### config.mk
export PLATFORM = sky130hd
export DESIGN_NAME = stom_top
export DESIGN_NICKNAME = d
export VERILOG_FILES = /design/src/rtl/stom_pkg.sv /design/src/rtl/stom_input_filter.sv /design/src/rtl/stom_top.sv
export SDC_FILE = /design/constraint.sdc
export NUM_CORES = 1
export LEC_CHECK = 0
export ABC_CLOCK_PERIOD_IN_PS = 14800
export BUFFER_PORTS_ARGS = -buffer_cell sky130_fd_sc_hd__buf_2
export CAP_MARGIN = 5
export CORE_MARGIN = 2
export CORE_UTILIZATION = 65
export CTS_BUF_LIST = sky130_fd_sc_hd__clkbuf_8
export DETAILED_ROUTE_END_ITERATION = 10
export PLACE_DENSITY = 0.94
export SKIP_LAST_GASP = 1
export SLEW_MARGIN = 20
export SYNTH_ARGS = -nofsm -noshare
export SYNTH_HDL_FRONTEND = slang
export SYNTH_SLANG_ARGS = --single-unit
export TNS_END_PERCENT = 10
### constraint.sdc
create_clock -name sys_clk_in -period 14.8 [get_ports sys_clk_in]
set_input_delay 0.74 -clock sys_clk_in [delete_from_list [all_inputs] [get_ports sys_clk_in]]
set_output_delay 0.74 -clock sys_clk_in [all_outputs]
set_load 0.005 [all_outputs]
### src/rtl/stom_pkg.sv
// Purpose: shared constants and types for the safe torque off monitor
// Assumes: 200 MHz system clock
// Notes:   times kept in their own units, cycles per microsecond and microsecond tick counts derived
package stom_pkg;

  // ****************************************
  // clock and timing
  // ****************************************
  localparam int unsigned CLK_HZ          = 200_000_000;
  localparam int unsigned NOISE_TIME_US   = 500;       // 0.5 ms
  localparam int unsigned MISMATCH_TIME_S = 10;        // 10 seconds
  localparam int unsigned MONITOR_TIME_MS = 20;        // 20 ms bound on monitor update
  localparam int unsigned TICK_US_CYCLES  = CLK_HZ / 1_000_000;
  localparam int unsigned NOISE_US_TICKS  = NOISE_TIME_US + 1;
  localparam int unsigned MISMATCH_US     = MISMATCH_TIME_S * 1_000_000;
  localparam int unsigned MONITOR_US      = MONITOR_TIME_MS * 1000;

  // ****************************************
  // widths and reset values
  // ****************************************
  localparam int unsigned ERR_W      = 32;
  localparam int unsigned TIMER_W    = 24;
  localparam int unsigned TICK_W     = 8;
  localparam int unsigned SYNC_DEPTH = 3;
  localparam logic [ERR_W-1:0] ERR_LIMIT_RESET = 32'h0004_0000;
  localparam logic [2:0] FAULT_CODE_NONE     = 3'h0;
  localparam logic [2:0] FAULT_CODE_LAG      = 3'h1;
  localparam logic [2:0] FAULT_CODE_MISMATCH = 3'h2;

  typedef enum logic [1:0] {
    STOM_RUN,
    STOM_HARD_BLOCK,
    STOM_BASEBLOCK
  } stom_state_t;

  // safe-off channel pair, each bit high when ON
  typedef struct packed {
    logic chan_b;
    logic chan_a;
  } stom_pair_t;

  typedef struct packed {
    logic       fault;
    logic [2:0] code;
  } stom_fault_t;

endpackage

### src/rtl/stom_input_filter.sv
// Purpose: synchroniser plus off-pulse rejection for one safe-off channel
// Assumes: raw_in is asynchronous, high means ON
// Notes:   an OFF shorter than the noise window is never reported
`timescale 1ns/100ps
module stom_input_filter
  import stom_pkg::*;
(
  // clock and reset
  input  wire logic sys_clk_in,
  input  wire logic reset_in,
  // channel
  input  wire logic us_tick_in,
  input  wire logic raw_in,
  output logic      on_out
);

  logic [SYNC_DEPTH-1:0] sync;
  logic [TIMER_W-1:0]    off_cnt;
  wire                   agreed_off = (sync[1] == sync[2]) && !sync[2];
  wire                   agreed_on  = (sync[1] == sync[2]) && sync[2];

  always_ff @(posedge sys_clk_in) begin
    if (reset_in) begin
      sync    <= '1;
      off_cnt <= '0;
      on_out  <= 1'b1;
    end else begin
      sync <= {sync[SYNC_DEPTH-2:0], raw_in};
      if (agreed_on) begin
        off_cnt <= '0;
        on_out  <= 1'b1;
      end else if (agreed_off && us_tick_in) begin
        if (off_cnt >= TIMER_W'(NOISE_US_TICKS - 1)) begin
          on_out <= 1'b0;
        end else begin
          off_cnt <= off_cnt + 1'b1;
        end
      end
    end
  end

endmodule // stom_input_filter

### src/rtl/stom_top.sv
// Purpose: hard baseblock tracking, position error handling, fault and monitor outputs
// Assumes: safe-off pins high means ON; drive_on and position pulses from same-clock logic
// Notes:   faults latch until reset
//
// Function
// - enter hard baseblock when either safe-off input is OFF.
// - ignore OFF pulses of 0.5 ms or shorter as noise.
// - raise mismatch fault if inputs disagree for 10 seconds.
// - leave hard baseblock for baseblock only after drive-on is dropped.
// - in hard baseblock, clear position error per the clear select setting.
// - with select 1, keep accumulating error while references arrive.
// - raise lag overflow fault when accumulated error exceeds limit.
// - uncleared error moves the motor after baseblock and new drive-on.
// - with select 1, clear input in either block state clears error.
// - fault_out and fault_code_out are silent during hard baseblock; the lag and mismatch fault flags are not.
// - monitor output ON only when both safe-off inputs are OFF.
// - monitor output updates within 20 ms of any input change.
// - both inputs OFF shows the hard block display and blocks the motor.
// - report each safe-off input state on the monitor display item.
`timescale 1ns/100ps
module stom_top
  import stom_pkg::*;
(
  // clock and reset
  input  wire logic              sys_clk_in,
  input  wire logic              reset_in,
  // safe-off pins, high means ON
  input  wire logic              safe_off_in_a,
  input  wire logic              safe_off_in_b,
  // drive control
  input  wire logic              drive_on_in,
  input  wire logic              error_clear_select_in,
  input  wire logic              error_clear_in,
  input  wire logic              pos_ref_pulse_in,
  input  wire logic              pos_ref_dir_in,
  input  wire logic              pos_fb_pulse_in,
  input  wire logic              pos_fb_dir_in,
  input  wire logic [ERR_W-1:0]  error_limit_in,
  // state and status
  output logic                   hard_baseblock_state_out,
  output logic                   baseblock_state_out,
  output logic                   motor_enable_out,
  output logic signed [ERR_W-1:0] position_error_out,
  output logic                   lag_overflow_fault_out,
  output logic                   safe_input_mismatch_fault_out,
  // pins back to the outside
  output logic                   fault_out,
  output logic [2:0]             fault_code_out,
  output logic                   safe_off_monitor_out,
  // operator display
  output logic                   hard_block_display_out,
  output stom_pair_t             safe_input_monitor_out
);

  // ****************************************
  // microsecond tick
  // ****************************************
  logic [TICK_W-1:0] tick_cnt;
  logic              us_tick;
  wire               tick_wrap = (tick_cnt == TICK_W'(TICK_US_CYCLES - 1));

  always_ff @(posedge sys_clk_in) begin
    if (reset_in) begin
      tick_cnt <= '0;
      us_tick  <= 1'b0;
    end else begin
      tick_cnt <= tick_wrap ? '0 : tick_cnt + 1'b1;
      us_tick  <= tick_wrap;
    end
  end

  // ****************************************
  // input conditioning
  // ****************************************
  stom_pair_t chan_on;

  stom_input_filter u_filt_a (
    .sys_clk_in (sys_clk_in),
    .reset_in   (reset_in),
    .us_tick_in (us_tick),
    .raw_in     (safe_off_in_a),
    .on_out     (chan_on.chan_a)
  );

  stom_input_filter u_filt_b (
    .sys_clk_in (sys_clk_in),
    .reset_in   (reset_in),
    .us_tick_in (us_tick),
    .raw_in     (safe_off_in_b),
    .on_out     (chan_on.chan_b)
  );

  // clear input is a pin too, so it gets the same three stages
  logic [SYNC_DEPTH-1:0] clr_sync;
  logic                  clr_level;

  always_ff @(posedge sys_clk_in) begin
    if (reset_in) begin
      clr_sync  <= '0;
      clr_level <= 1'b0;
    end else begin
      clr_sync <= {clr_sync[SYNC_DEPTH-2:0], error_clear_in};
      if (clr_sync[1] == clr_sync[2]) begin
        clr_level <= clr_sync[2];
      end
    end
  end

  // ****************************************
  // block state machine
  // ****************************************
  stom_state_t state;
  stom_state_t next_state;
  wire any_off  = !chan_on.chan_a || !chan_on.chan_b;
  wire both_off = !chan_on.chan_a && !chan_on.chan_b;
  wire in_hbb   = (state == STOM_HARD_BLOCK);
  wire in_bb    = (state == STOM_BASEBLOCK);

  always_comb begin
    next_state = state;
    case (state)
      STOM_RUN: begin
        if (any_off) begin
          next_state = STOM_HARD_BLOCK;
        end else if (!drive_on_in) begin
          next_state = STOM_BASEBLOCK;
        end
      end
      STOM_HARD_BLOCK: begin
        if (!any_off && !drive_on_in) begin
          next_state = STOM_BASEBLOCK;
        end
      end
      STOM_BASEBLOCK: begin
        if (any_off) begin
          next_state = STOM_HARD_BLOCK;
        end else if (drive_on_in) begin
          next_state = STOM_RUN;
        end
      end
      default: next_state = STOM_HARD_BLOCK;
    endcase
  end

  always_ff @(posedge sys_clk_in) begin
    if (reset_in) begin
      state <= STOM_HARD_BLOCK;
    end else begin
      state <= next_state;
    end
  end

  // ****************************************
  // position error accumulator
  // ****************************************
  logic signed [ERR_W-1:0] pos_err;
  wire signed [ERR_W-1:0] ref_step = !pos_ref_pulse_in ? '0 :
                                     (pos_ref_dir_in ? -ERR_W'(1) : ERR_W'(1));
  wire signed [ERR_W-1:0] fb_step  = !pos_fb_pulse_in ? '0 :
                                     (pos_fb_dir_in ? -ERR_W'(1) : ERR_W'(1));
  // feedback is ignored only in hard baseblock; there, references pile up
  wire signed [ERR_W-1:0] next_err = pos_err + ref_step - (in_hbb ? '0 : fb_step);
  wire clear_auto = in_hbb && !error_clear_select_in;
  wire clear_pin  = error_clear_select_in && clr_level && (in_hbb || in_bb);
  wire signed [ERR_W-1:0] abs_err = next_err[ERR_W-1] ? -next_err : next_err;
  wire over_limit = $unsigned(abs_err) > error_limit_in;

  always_ff @(posedge sys_clk_in) begin
    if (reset_in) begin
      pos_err <= '0;
    end else if (clear_auto || clear_pin) begin
      pos_err <= '0;
    end else begin
      pos_err <= next_err;
    end
  end

  // ****************************************
  // fault detection
  // ****************************************
  logic [TIMER_W-1:0] mis_cnt;
  logic               lag_fault;
  logic               mis_fault;
  wire                mismatch = chan_on.chan_a != chan_on.chan_b;

  always_ff @(posedge sys_clk_in) begin
    if (reset_in) begin
      mis_cnt   <= '0;
      lag_fault <= 1'b0;
      mis_fault <= 1'b0;
    end else begin
      if (!mismatch) begin
        mis_cnt <= '0;
      end else if (us_tick) begin
        if (mis_cnt >= TIMER_W'(MISMATCH_US - 1)) begin
          mis_fault <= 1'b1;
        end else begin
          mis_cnt <= mis_cnt + 1'b1;
        end
      end
      if (!clear_auto && !clear_pin && over_limit) begin
        lag_fault <= 1'b1;
      end
    end
  end

  // ****************************************
  // outputs
  // ****************************************
  wire stom_fault_t next_fault = '{fault: lag_fault || mis_fault,
                                   code:  lag_fault ? FAULT_CODE_LAG :
                                          (mis_fault ? FAULT_CODE_MISMATCH : FAULT_CODE_NONE)};

  always_ff @(posedge sys_clk_in) begin
    if (reset_in) begin
      hard_baseblock_state_out      <= 1'b1;
      baseblock_state_out           <= 1'b0;
      motor_enable_out              <= 1'b0;
      position_error_out            <= '0;
      lag_overflow_fault_out        <= 1'b0;
      safe_input_mismatch_fault_out <= 1'b0;
      fault_out                     <= 1'b0;
      fault_code_out                <= FAULT_CODE_NONE;
      safe_off_monitor_out          <= 1'b0;
      hard_block_display_out        <= 1'b0;
      safe_input_monitor_out        <= '0;
    end else begin
      hard_baseblock_state_out      <= in_hbb;
      baseblock_state_out           <= in_bb;
      motor_enable_out              <= (state == STOM_RUN) && !any_off;
      position_error_out            <= pos_err;
      lag_overflow_fault_out        <= lag_fault;
      safe_input_mismatch_fault_out <= mis_fault;
      // fault_out and fault_code_out go quiet in hard baseblock so a safety stop is not read as a fault
      fault_out                     <= in_hbb ? 1'b0 : next_fault.fault;
      fault_code_out                <= in_hbb ? FAULT_CODE_NONE : next_fault.code;
      safe_off_monitor_out          <= both_off;
      hard_block_display_out        <= both_off;
      safe_input_monitor_out        <= chan_on;
    end
  end

endmodule // stom_top

# Word level (Yosys, flattened, before mapping)
# Index checks and enable logic that the tools add are counted.
classes:
  mux: 14
  n_addsub: 7
  n_bitwise: 4
  eq_ne: 10
  magnitude_cmp: 4
  reduce_logical: 42
op_table:
  columns: ["operator", "n"]
  rows:
  - ["2-to-1 mux 32 bit", 6]
  - ["adder 24 x 1 -> 24 bit, second input constant", 3]
  - ["greater-or-equal comparator 24 x 9 -> 1 bit, second input constant", 2]
  - ["adder 32 bit", 1]
  - ["greater-than comparator 32 bit", 1]
  - ["negator 32 bit", 1]
  - ["subtractor 32 bit", 1]
  - ["greater-or-equal comparator 24 bit, second input constant", 1]
  - ["logical AND 1 bit", 14]
  - ["2-to-1 mux 2 bit", 6]
  - ["OR reduction 2 bit", 6]
  - ["AND reduction 2 bit", 5]
  - ["logical NOT 1 bit", 9]
  - ["adder 8 x 1 -> 8 bit, second input constant", 1]
  - ["equality test 8 bit, second input constant", 1]
  - ["inequality test 3 bit, second input constant", 2]
  - ["case mux 2 bit (3 select lines)", 1]
  - ["AND reduction 3 bit", 2]
  - ["logical OR 1 bit", 4]
  - ["NOT 1 bit", 4]
  - ["equality test 1 bit", 3]
  - ["OR reduction 3 bit", 1]
  - ["equality test 2 x 1 -> 1 bit, second input constant", 1]
  - ["equality test 2 bit, second input constant", 1]
  - ["other kinds (4)", 4]
word_totals:
  wordCells: 108
  ff_bits: 172

# Logic depth before layout (Yosys ltp)
# Gate-level depths: netlist (run 1).
logic_depth:
  ltp_word: 8
  depth_mapped: 29

# By module
# A second synthesis (run 1) with hierarchy kept.
unflattened:
  hier_cells: 1231
  hier_area_um2: 10491.3
modules_own_cells:
  columns: ["mod", "cells_per_inst", "seq_area_each_um2", "area_per_inst_um2", "n_inst"]
  rows:
  - ["stom_top", 1019, 2322.2, 8309.2, 1]
  - ["stom_input_filter", 106, 560.5, 1091.0, 2]

# Least setup slack after synthesis (run 1)
# OpenSTA, ideal clock, no wires.
synth_timing:
  kind: "input to register"
  startpoint: "input port pos_fb_pulse_in"
  endpoint: "register lag_fault"
  cell_stages: 27
  t_arrival_ps: 7161
  required_time_ps: 14673
  slack_ps: 7512
  path_cell_list: "nor2b_1 > and2_1 > fa_1 > inv_1 > ha_1 > clkbuf_1 > a21oi_1 > o21ai_1 > a21o_1 > or3_1 > o211ai_1 > a21oi_1 > nor3_1 > clkbuf_1 > clkbuf_1 > nand2_1 > xnor2_1 > ha_1 > a21o_1 > a21o_1 > a21o_1 > a21o_1 > a21o_1 > a21o_1 > a21oi_1 > a31oi_1 > or3_1"
synth_between:
  elab_chain_len: 7
synth_rtl:
  columns: ["item", "line_no", "text"]
  rows:
  - ["from (decl)", "stom_top.sv:36", "input wire logic pos_fb_pulse_in,"]
  - ["2-to-1 mux 32 bit *", "stom_top.sv:159", "wire signed [ERR_W-1:0] fb_step = !pos_fb_pulse_in ? '0 :"]
  - ["2-to-1 mux 32 bit *", "stom_top.sv:162", "wire signed [ERR_W-1:0] next_err = pos_err + ref_step - (in_hbb ? '0 : fb_step);"]
  - ["subtractor 32 bit *", "stom_top.sv:162", null]
  - ["negator 32 bit", "stom_top.sv:165", "wire signed [ERR_W-1:0] abs_err = next_err[ERR_W-1] ? -next_err : next_err;"]
  - ["2-to-1 mux 32 bit *", "stom_top.sv:165", null]
  - ["greater-than comparator 32 bit *", "stom_top.sv:166", "wire over_limit = $unsigned(abs_err) > error_limit_in;"]
  - ["logical AND 1 bit *", "stom_top.sv:201", "if (!clear_auto && !clear_pin && over_limit) begin"]
  - ["to (signal assigned)", "stom_top.sv:189", "lag_fault <= 1'b0;"]
  - ["to (signal assigned)", "stom_top.sv:202", "lag_fault <= 1'b1;"]
  - ["to (decl)", "stom_top.sv:182", "logic lag_fault;"]
# Mark *: on every way between the ends. The rest lies on a longest branch, timed or not.
# A chain may end at the register's enable or synchronous reset.

# Worst setup path after layout (run 1)
layout_timing:
  startpoint: "register state[1]"
  endpoint: "register lag_fault"
layout_between:
  elab_chain_len: 7
  elab_cells_between_ends: 14
layout_rtl:
  columns: ["item", "line_no", "text"]
  rows:
  - ["from (decl)", "stom_top.sv:112", "stom_state_t state;"]
  - ["from (signal assigned)", "stom_top.sv:149", "state <= next_state;"]
  - ["equality test 2 x 1 -> 1 bit *", "stom_top.sv:116", "wire in_hbb = (state == STOM_HARD_BLOCK);"]
  - ["named net in_hbb", "stom_top.sv:116", null]
  - ["2-to-1 mux 32 bit", "stom_top.sv:162", null]
  - ["subtractor 32 bit", "stom_top.sv:162", null]
  - ["negator 32 bit", "stom_top.sv:165", null]
  - ["2-to-1 mux 32 bit", "stom_top.sv:165", null]
  - ["greater-than comparator 32 bit", "stom_top.sv:166", null]
  - ["logical AND 1 bit *", "stom_top.sv:201", null]
# The timed path passes the listed nets; every way through them passes the cells marked *.

==> results of run 1 <==
## logic make-up after synthesis
| group | after synthesis | synth area share (%) |
|---|---|---|
| xor+xnor | 74 | 6.26 |
| mux | 8 | 0.786 |
| simple gates | 438 | 21.8 |
| fa+ha+maj | 107 | 15.2 |
| buf+inv | 182 | 6.82 |
| flops | 172 | 33.3 |
| compound gates | 226 | 15.9 |
| other cells | 1 | 0.0362 |
## metal layers
metal | global-route usage (%) | up-vias | part of all wire [%]
met1 | 36.3 | 4077 | 44
met4 | 10.1 | 0 | 2.3
met3 | 5.54 | 48 | 5.9
met5 | 0 | - | 0
li1 | - | 4247 | -
met2 | 48.3 | 293 | 48
## stage by stage
stage	utilization, %	setup WS, ns	cell area (µm²)	hold WS (ns)	instances
CTS	72.1	7.46	11300	0.421	1511
floorplan	-	7.51	10300	0.389	1208
finish	72.2	7.75	11400	0.421	1511
global placement	69.6	7.79	10900	0.396	1479
detailed placement	69.6	7.38	10900	0.398	1479
global route	72.2	7.27	11400	0.440	1511
## worst max-delay path: stages, from the launching register on
cell and delay, ns:
dfxtp_1 0.39, inv_1 0.08, ha_1 0.29, nor2b_1 0.22
and2_4 0.59, fa_1 0.55, inv_1 0.09, ha_1 0.31
a21oi_2 0.23, a21bo_2 0.28, nand4_1 0.20, a21oi_2 0.14
o41a_1 0.40, xnor2_1 0.47, nand3b_1 0.24, or4_1 0.53
nor4b_2 0.31, ha_1 0.20, nand4_1 0.15, nor4_1 0.52
a31oi_1 0.21, nand2_1 0.11, a31oi_1 0.05, or3_1 0.36
## cells in the final DEF (no fill, tap or decap), types with 8 or more instances in the layout
cell type | Yosys | final
and4_1 | 9 | 9
o21ai_1 | 8 | 8
a21o_1 | 29 | 29
nor4_1 | 12 | 12
xor2_1 | 31 | 31
buf_2 | 2 | 86
inv_1 | 146 | 147
nor2b_1 | 11 | 10
o21ai_0 | 34 | 34
or3_1 | 14 | 14
nand2_1 | 82 | 82
clkbuf_8 | 0 | 19
nor2_1 | 138 | 138
dfxtp_1 | 172 | 172
fa_1 | 31 | 31
nand3_1 | 19 | 19
and3_1 | 18 | 18
a21oi_1 | 54 | 54
and2_1 | 46 | 45
o21a_1 | 9 | 9
or2_2 | 9 | 9
ha_1 | 76 | 76
nand4_1 | 31 | 31
xnor2_1 | 43 | 43
nor3_1 | 24 | 23
a31o_2 | 8 | 8
## state kept, by name (all words and copies together), names as in the netlist, 2 cells and up
register	flops
state	2
position_error_out	32
u_filt_b.sync	3
u_filt_b.off_cnt	24
u_filt_a.off_cnt	24
safe_input_monitor_out	2
mis_cnt	24
fault_code_out	2
tick_cnt	8
clr_sync	3
u_filt_a.sync	3
pos_err	32
## layout make-up
type                            instances  area [µm²]
Multi-Input combinational cell        854        6220
Timing Repair Buffer                   91         468
Inverter                              146         548
Tap cell                              216         270
Fill cell                            1125        4360
Clock buffer                           19         262
Sequential cell                       172        3440
Clock inverter                         13         140
## power breakdown
part / switching (mW) / leakage (nW) / total (mW) / internal, mW
clock: 0.173 / 0.200 / 0.333 / 0.160
combinational: 1.18 / 3.60 / 2.00 / 0.814
sequential: 0.0172 / 1.40 / 0.532 / 0.515
## path summary, 6_finish.rpt
check / startpoint / to / slack [ns]
hold reg to reg: u_filt_b.sync[0] / u_filt_b.sync[1] / 0.42
hold / removal: u_filt_b.sync[0] / u_filt_b.sync[1] / 0.42
setup reg to reg: state[1] / lag_fault / 7.75
setup / recovery: state[1] / lag_fault / 7.75
==> results.json, run 1 <==
{
  "run_status": "finished, final reports clean",
  "slew_headroom_pct": 27.8,
  "worstSkewPairLatency_ns": 0.46,
  "hold_viol": 0,
  "core-area_um2": 15700,
  "yosysMostFrequentCell": "dfxtp_1",
  "wl_mm": 23.1,
  "tns_ns": 0,
  "h-tree-depth": 4,
  "rr_worst_depth": 23,
  "portBuffers": 86,
  "grt_pass1_vias": 8475,
  "wl_per_cell_um": 15.3,
  "ir_worst_vdd_uv": 237,
  "cp-end-kind": "flip-flop",
  "area_growth_syn_to_layout_pct": 9.71,
  "diodes": 0,
  "synth_ff_type": "dfxtp_1",
  "ant_nets": 0,
  "path_class": "flip-flop to flip-flop",
  "clk_path_buf_depth": 2,
  "grt_setup_unrepaired": "no",
  "avgSynthCellArea_um2": 8.57,
  "synth.top_cells.by_count": "172 x dfxtp_1, 146 x inv_1, 138 x nor2_1",
  "synth_cell_types": 85,
  "cp_max_fo": 31,
  "crit_required_ns": 15.15,
  "dp_hpwl_mm": 17.2,
  "hold_depth": 1,
  "place.gp.congestion": 0.948,
  "yosysTopAreaCellShare_pct": 33.3,
  "cts_setup_buffers": 0,
  "die_w_um": 130,
  "drive_gt1_share_pct": 13.9,
  "syn_area_um2": 10300,
  "cts_root_buf": "clkbuf_8",
  "cts_hold_buf": 0,
  "syn-num-nets": 1358,
  "overflow": 0,
  "synth_seq_area_share_pct": 33.3,
  "synth-edff-count": 0,
  "cts_resized": 0,
  "dr.pass1.iters": 5,
  "cts.sinks": 172,
  "ys.warnings.count": 0,
  "finalMaxSlewViolations": 0,
  "p_leak_nw": 5.20,
  "rows": 46,
  "min_period_over_period_pct": 47.6,
  "synthArstFlopShare_pct": 0,
  "clkSlewWorstSetupHoldPaths_ns": 0.10,
  "synth_area_leaders": "dfxtp_1 33%, ha_1 9.2%, fa_1 6.0%",
  "numCtsBuffers": 17,
  "viasPerCell": 5.73,
  "powerDensity_nw_per_um2": 252,
  "cp-start-kind": "flip-flop",
  "worstMarginPinSlew_ns": 1.08,
  "netlist_instances": 1208,
  "grt_pass1_wl_mm": 38.8,
  "setup_viol": 0,
  "die_y_um": 130,
  "num_vias": 8665,
  "antenna_found_initial": 0,
  "die_area_um2": 16900,
  "clock.fmax_mhz": 142,
  "final_nets": 1432,
  "total_power_mw": 2.86,
  "final.min_clock_period_ns": 7.05,
  "yosysTopAreaCell": "dfxtp_1",
  "clock_skew_ns": 0.0145,
  "synth-seq-cells": 172,
  "hold_path.class": "flip-flop to flip-flop",
  "cp.arrival_ns": 7.40,
  "cap_violations": 0,
  "cts_tree": "yes",
  "drt_drc_violations_left": 0,
  "start_util_pct": 65.9,
  "drt_iter0_drc": 777,
  "io-pin-count": 88,
  "grt_usage_pct": 28.5,
  "grt_start_max_net_pins": 65
}
No activity file was read; power rests on OpenSTA's default activity.
==> inputs of run 2 (changes only) <==
--- a/config.mk
+++ b/config.mk
@@ -5,14 +5,14 @@
 export SDC_FILE = /design/constraint.sdc
 export NUM_CORES = 1
 export LEC_CHECK = 0
-export ABC_CLOCK_PERIOD_IN_PS = 14800
+export ABC_CLOCK_PERIOD_IN_PS = 6800
 export BUFFER_PORTS_ARGS = -buffer_cell sky130_fd_sc_hd__buf_2
 export CAP_MARGIN = 5
 export CORE_MARGIN = 2
-export CORE_UTILIZATION = 65
+export CORE_UTILIZATION = 62
 export CTS_BUF_LIST = sky130_fd_sc_hd__clkbuf_8
 export DETAILED_ROUTE_END_ITERATION = 10
-export PLACE_DENSITY = 0.94
+export PLACE_DENSITY = 0.9
 export SKIP_LAST_GASP = 1
 export SLEW_MARGIN = 20
 export SYNTH_ARGS = -nofsm -noshare
==> constraint.sdc (replaced) <==
create_clock -name sys_clk_in -period 6.8 [get_ports sys_clk_in]
set_input_delay 0.34 -clock sys_clk_in [delete_from_list [all_inputs] [get_ports sys_clk_in]]
set_output_delay 0.34 -clock sys_clk_in [all_outputs]
set_load 0.005 [all_outputs]
==> run 2 against run 1 <==
Compared with the run above: critical path depth is 5 higher; cell area is 1.7% higher; clock power is 120% higher; total power is 120% higher; sequential share of layout area is 0.52 points lower; flip-flop and latch count stayed put; cell count is 1.3% higher; register-to-register slack worse by 7.4 ns; clock skew is 0.00098 ns higher; first-iteration DRC count is 6.9% higher; global-route usage is 1.7 points lower.
==> results.json, run 2 (synthesis gave the netlist of run 1 again) <==
{
  "run_status": "finished, final reports clean",
  "pwr-share-seq_pct": 18.2,
  "cp-start-kind": "flip-flop",
  "die_y_um": 133,
  "min_period_over_period_pct": 94.9,
  "layout.cells.most_common": "dfxtp_1",
  "crit_path_max_incr_delay_ns": 0.44,
  "grt.met3_usage_pct": 4.57,
  "final_area_um2": 11500,
  "internal-power_mw": 3.37,
  "worstSkewPairLatency_ns": 0.46,
  "place.gp.congestion": 0.916,
  "powerDensity_nw_per_um2": 554,
  "critPathSlowestCell": "fa_1",
  "die_w_um": 133,
  "hold_path.class": "input port to flip-flop",
  "overflow": 0,
  "cp.arrival_ns": 6.81,
  "grt_pass1_vias": 8299,
  "cp_max_fo": 20,
  "final.min_clock_period_ns": 6.45,
  "cts.sinks": 172,
  "final_nets": 1449,
  "ant_nets": 0,
  "cap_violations": 0,
  "num-fill-cells": 1251,
  "num_vias": 8746,
  "area_growth_syn_to_layout_pct": 11.6,
  "clk_path_buf_depth": 2,
  "ir_worst_vdd_uv": 563,
  "tns_ns": 0,
  "dp_hpwl_mm": 17.3,
  "dr.pass1.iters": 6,
  "clock_skew_ns": 0.0155,
  "met1_usage_pct": 35.6,
  "reg.largest.list": "pos_err (32), position_error_out (32)",
  "h-tree-depth": 4,
  "layout_common_cells": "172 x dfxtp_1, 147 x inv_1, 138 x nor2_1",
  "drt_drc_violations_left": 0,
  "wl_per_cell_um": 15.3,
  "clkSlewWorstSetupHoldPaths_ns": 0.09,
  "rows": 47,
  "path_class": "flip-flop to flip-flop",
  "crit_required_ns": 7.15,
  "cts_hold_buf": 0,
  "grt_start_max_net_pins": 65,
  "crit_path_frequent_cell": "a21o_1",
  "antenna_found_initial": 0,
  "drive_gt1_share_pct": 15.3,
  "start_util_pct": 62.8,
  "wl_mm": 23.4,
  "core-area_um2": 16500,
  "diodes": 0,
  "drt_iter0_drc": 831,
  "cts_root_buf": "clkbuf_8",
  "switching_share_pct": 47.3,
  "busiest_layer": "met2",
  "clockPowerShare_pct": 11.7,
  "portBuffers": 86,
  "cts_tree": "yes",
  "netSwitchingPower_mw": 3.03,
  "p_leak_nw": 5.31,
  "viasPerCell": 5.72,
  "cp-end-kind": "flip-flop",
  "hold_viol": 0,
  "clock.fmax_mhz": 155,
  "die_area_um2": 17700,
  "setup_viol": 0,
  "grt_usage_pct": 26.8,
  "worstMarginPinSlew_ns": 0.915,
  "io-pin-count": 88,
  "dpl_cell_area_um2": 11000,
  "grt_pass1_wl_mm": 38.9,
  "grt_use_met2_pct": 45.2,
  "power.share.combinational_pct": 70.1,
  "finalMaxSlewViolations": 0,
  "numCtsBuffers": 17,
  "slew_headroom_pct": 38.7
}
## run 2: power groups by stage
stage / registers [mW] / clock network [mW] / logic (mW)
2_1_floorplan: 1.17 / 0 / 3.34
3_3_place_gp: 1.18 / 0 / 4.18
3_5_place_dp: 1.18 / 0 / 4.30
4_1_cts: 1.16 / 0.762 / 4.34
5_1_grt: 1.17 / 0.796 / 5.01
6_report: 1.16 / 0.749 / 4.48
## run 2: critical path, delay by kind of cell, from the launching register on
| family | cells | cell delay (ns) |
|---|---|---|
| buffers and inverters | 4 | 0.59 |
| XOR/XNOR | 1 | 0.18 |
| AND/OR/NAND/NOR | 6 | 1.53 |
| flip-flops | 1 | 0.40 |
| AO/OA/AOI/OAI | 13 | 2.30 |
| adder cells (fa/ha/maj) | 4 | 1.32 |
## run 2: final cells by class
cell class / count / area, µm² / share of cell area [%]
clock buffers: 20 / 275 / 2.38
repair buffers: 108 / 609 / 5.28
inverters: 146 / 548 / 4.75
multi-input cells: 854 / 6260 / 54.2
well taps: 220 / 275 / 2.38
flip-flops and latches: 172 / 3440 / 29.8
clock inverters: 10 / 140 / 1.21
## run 2: metal layers
metal | part of all wire [%] | wire (µm)
met1 | 44 | 10200
met2 | 47 | 11100
met3 | 7.0 | 1630
met4 | 2.1 | 483
met5 | 0 | 0
## run 2: worst paths after layout
path / start / end / slack (ns) / cells after the start
setup / recovery: state[1] / lag_fault / 0.35 / 28
hold / removal: safe_off_in_a / u_filt_a.sync[0] / 0.07 / 2
setup reg to reg: state[1] / lag_fault / 0.35 / 28
hold reg to reg: u_filt_a.sync[0] / u_filt_a.sync[1] / 0.41 / 1
## run 2: timing repair
action	in CTS	in global routing
hold endpoints to repair	0	0
buffers inserted	0	12
resized for setup	0	8
endpoints found under the setup margin	0	1
## run 2: metrics by stage
| step | worst slack, ns | cells | hold WS [ns] | utilization [%] | power, mW |
|---|---|---|---|---|---|
| after floorplan | 0.241 | 1208 | 0.389 | - | 4.52 |
| after detailed placement | 0.155 | 1487 | 0.401 | 66.7 | 5.48 |
| final | 0.346 | 1530 | 0.0689 | 70.1 | 6.39 |
| after global routing | -0.0371 | 1530 | 0.0534 | 70.1 | 6.97 |
| after CTS | 0.118 | 1517 | 0.0471 | 69.2 | 6.27 |
| after global placement | 0.369 | 1487 | 0.397 | 66.7 | 5.36 |
==> inputs of run 3 (changes only) <==
--- a/config.mk
+++ b/config.mk
@@ -5,7 +5,7 @@
 export SDC_FILE = /design/constraint.sdc
 export NUM_CORES = 1
 export LEC_CHECK = 0
-export ABC_CLOCK_PERIOD_IN_PS = 6800
+export ABC_CLOCK_PERIOD_IN_PS = 6250
 export BUFFER_PORTS_ARGS = -buffer_cell sky130_fd_sc_hd__buf_2
 export CAP_MARGIN = 5
 export CORE_MARGIN = 2
==> constraint.sdc (replaced) <==
create_clock -name sys_clk_in -period 6.25 [get_ports sys_clk_in]
set_input_delay 0.3125 -clock sys_clk_in [delete_from_list [all_inputs] [get_ports sys_clk_in]]
set_output_delay 0.3125 -clock sys_clk_in [all_outputs]
set_load 0.005 [all_outputs]
==> run 3 against run 2 <==
Compared with the run above: clock power is 3% lower; critical endpoint unchanged; largest cell class unchanged; register-to-register slack got worse by 0.21 ns; non-clock buffer count rose by 27; critical path type unchanged.
==> results.json, run 3 (synthesis gave the netlist of run 1 again) <==
{
  "drt_drc_violations_left": 0,
  "clock_skew_ns": 0.0148,
  "cts_hold_buf": 0,
  "cts_root_buf": "clkbuf_8",
  "num-fill-cells": 1183,
  "drive_gt1_share_pct": 19.0,
  "cts.sinks": 172,
  "dr.pass1.iters": 5,
  "p_leak_nw": 5.44,
  "grt_pass1_wl_mm": 37.7,
  "overflow": 0,
  "rows": 47,
  "fin_ws_ns": 0.141,
  "utilization_pct": 72.2,
  "wl_per_cell_um": 15.3,
  "crit_path_max_incr_delay_ns": 0.52,
  "cap_violations": 0,
  "start_util_pct": 62.8,
  "cp-start-kind": "flip-flop",
  "place.gp.congestion": 0.915,
  "dp_cells": 1503,
  "portBuffers": 86,
  "drt_iter0_drc": 817,
  "viasPerCell": 5.73,
  "ir_worst_vdd_uv": 679,
  "total_power_mw": 7.38,
  "hold_viol": 0,
  "final_area_um2": 11900,
  "clock.fmax_mhz": 164,
  "io-pin-count": 88,
  "finalMaxSlewViolations": 0,
  "cts_tree": "yes",
  "clkSlewWorstSetupHoldPaths_ns": 0.09,
  "grt_start_max_net_pins": 65,
  "regArea_um2": 3450,
  "multi_input_area_um2": 6360,
  "grt_usage_pct": 26.0,
  "num_vias": 8935,
  "slew_headroom_pct": 32.0,
  "powerDensity_nw_per_um2": 621,
  "clk_path_buf_depth": 2,
  "dp_hpwl_mm": 17.2,
  "worstSkewPairLatency_ns": 0.46,
  "wl_mm": 23.9,
  "ant_nets": 0,
  "numCtsBuffers": 17,
  "die_area_um2": 17700,
  "h-tree-depth": 4,
  "worstMarginPinSlew_ns": 1.01,
  "fin_cells": 1559,
  "final.min_clock_period_ns": 6.11,
  "cp-end-kind": "flip-flop",
  "antenna_found_initial": 0,
  "cp.arrival_ns": 6.47,
  "layout.cells.most_common": "dfxtp_1",
  "cp_max_fo": 10,
  "core-area_um2": 16500,
  "die_w_um": 133,
  "area_growth_syn_to_layout_pct": 14.8,
  "run_status": "finished, final reports clean",
  "grt_pass1_vias": 8143,
  "min_period_over_period_pct": 97.7,
  "path_class": "flip-flop to flip-flop",
  "critPathSlowestCell": "fa_1",
  "hold_path.class": "input port to flip-flop",
  "crit_required_ns": 6.61,
  "diodes": 0,
  "dpl_cell_area_um2": 11100,
  "final_nets": 1476,
  "crit_path_frequent_cell": "a21o_1",
  "die_y_um": 133,
  "reg.largest.list": "pos_err (32), position_error_out (32)",
  "pre_cts_ws_ns": -0.0818,
  "layout_common_cells": "170 x dfxtp_1, 146 x inv_1, 138 x nor2_1",
  "setup_viol": 0
}
## run 3: changes by cell type in the layout (fill, tap and decap cells not counted), moves of 4 or more
cell        previous run  this run
buf_4                 19        43
clkinvlp_4             2         6
a21oi_1               53        47
ha_1                  75        67
a21oi_2                6        12
ha_2                   1         8
## run 3: worst paths after layout
| path | start | to | slack, ns | depth (start not counted) |
|---|---|---|---|---|
| min reg2reg | u_filt_a.sync[0] | u_filt_a.sync[1] | 0.42 | 1 |
| min | safe_off_in_a | u_filt_a.sync[0] | 0.04 | 2 |
| max | state[1] | lag_fault | 0.14 | 30 |
| max reg2reg | state[1] | lag_fault | 0.14 | 30 |
## run 3: final cells by class
class                   instances  share of cell area [%]
clock buffers                  18                    2.09
well taps                     220                    2.32
inverters                     146                    4.61
flip-flops and latches        172                    29.0
multi-input cells             854                    53.5
clock inverters                14                    1.01
repair buffers                135                    7.42
## run 3: routing by layer
layer / part of all wire [%] / track usage [%] / up-vias
li1: - / - / 4342
met1: 43 / 33.4 / 4184
met2: 48 / 44.8 / 347
met3: 5.9 / 4.34 / 62
met4: 2.5 / 8.45 / 0
met5: 0 / 0 / -
## run 3: power by group
group          switching [mW]  leakage (nW)  internal, mW  total, mW
sequential             0.0460          1.40          1.22       1.27
combinational            3.00          3.86          2.38       5.39
clock                   0.406         0.175         0.324      0.730
total                    3.46          5.44          3.93       7.38
## run 3: stage by stage
stage,setup TNS [ns],hold slack (ns)
global placement,-0.0146,0.398
detailed placement,-0.0818,0.406
CTS,0,0.0146
global route,-0.121,0.0220
floorplan,0,0.389
finish,0,0.0380
## run 3: critical path: cells and delay by family (launching register included)
family | cells | cell delay (ns)
AOI/OAI and AO/OA | 11 | 1.94
xor gates and xnor gates | 1 | 0.17
buffers and inverters | 6 | 0.71
DFF | 1 | 0.35
adders and majority gates | 4 | 1.29
and+or+nand+nor | 8 | 1.54
## run 3: repair_timing
| action | 4_1_cts | 5_1_grt |
|---|---|---|
| gates resized for setup | 1 | 40 |
| gates cloned | 0 | 2 |
| pin swaps | 2 | 19 |
| setup endpoints to repair | 1 | 1 |
| buffers inserted | 1 | 21 |
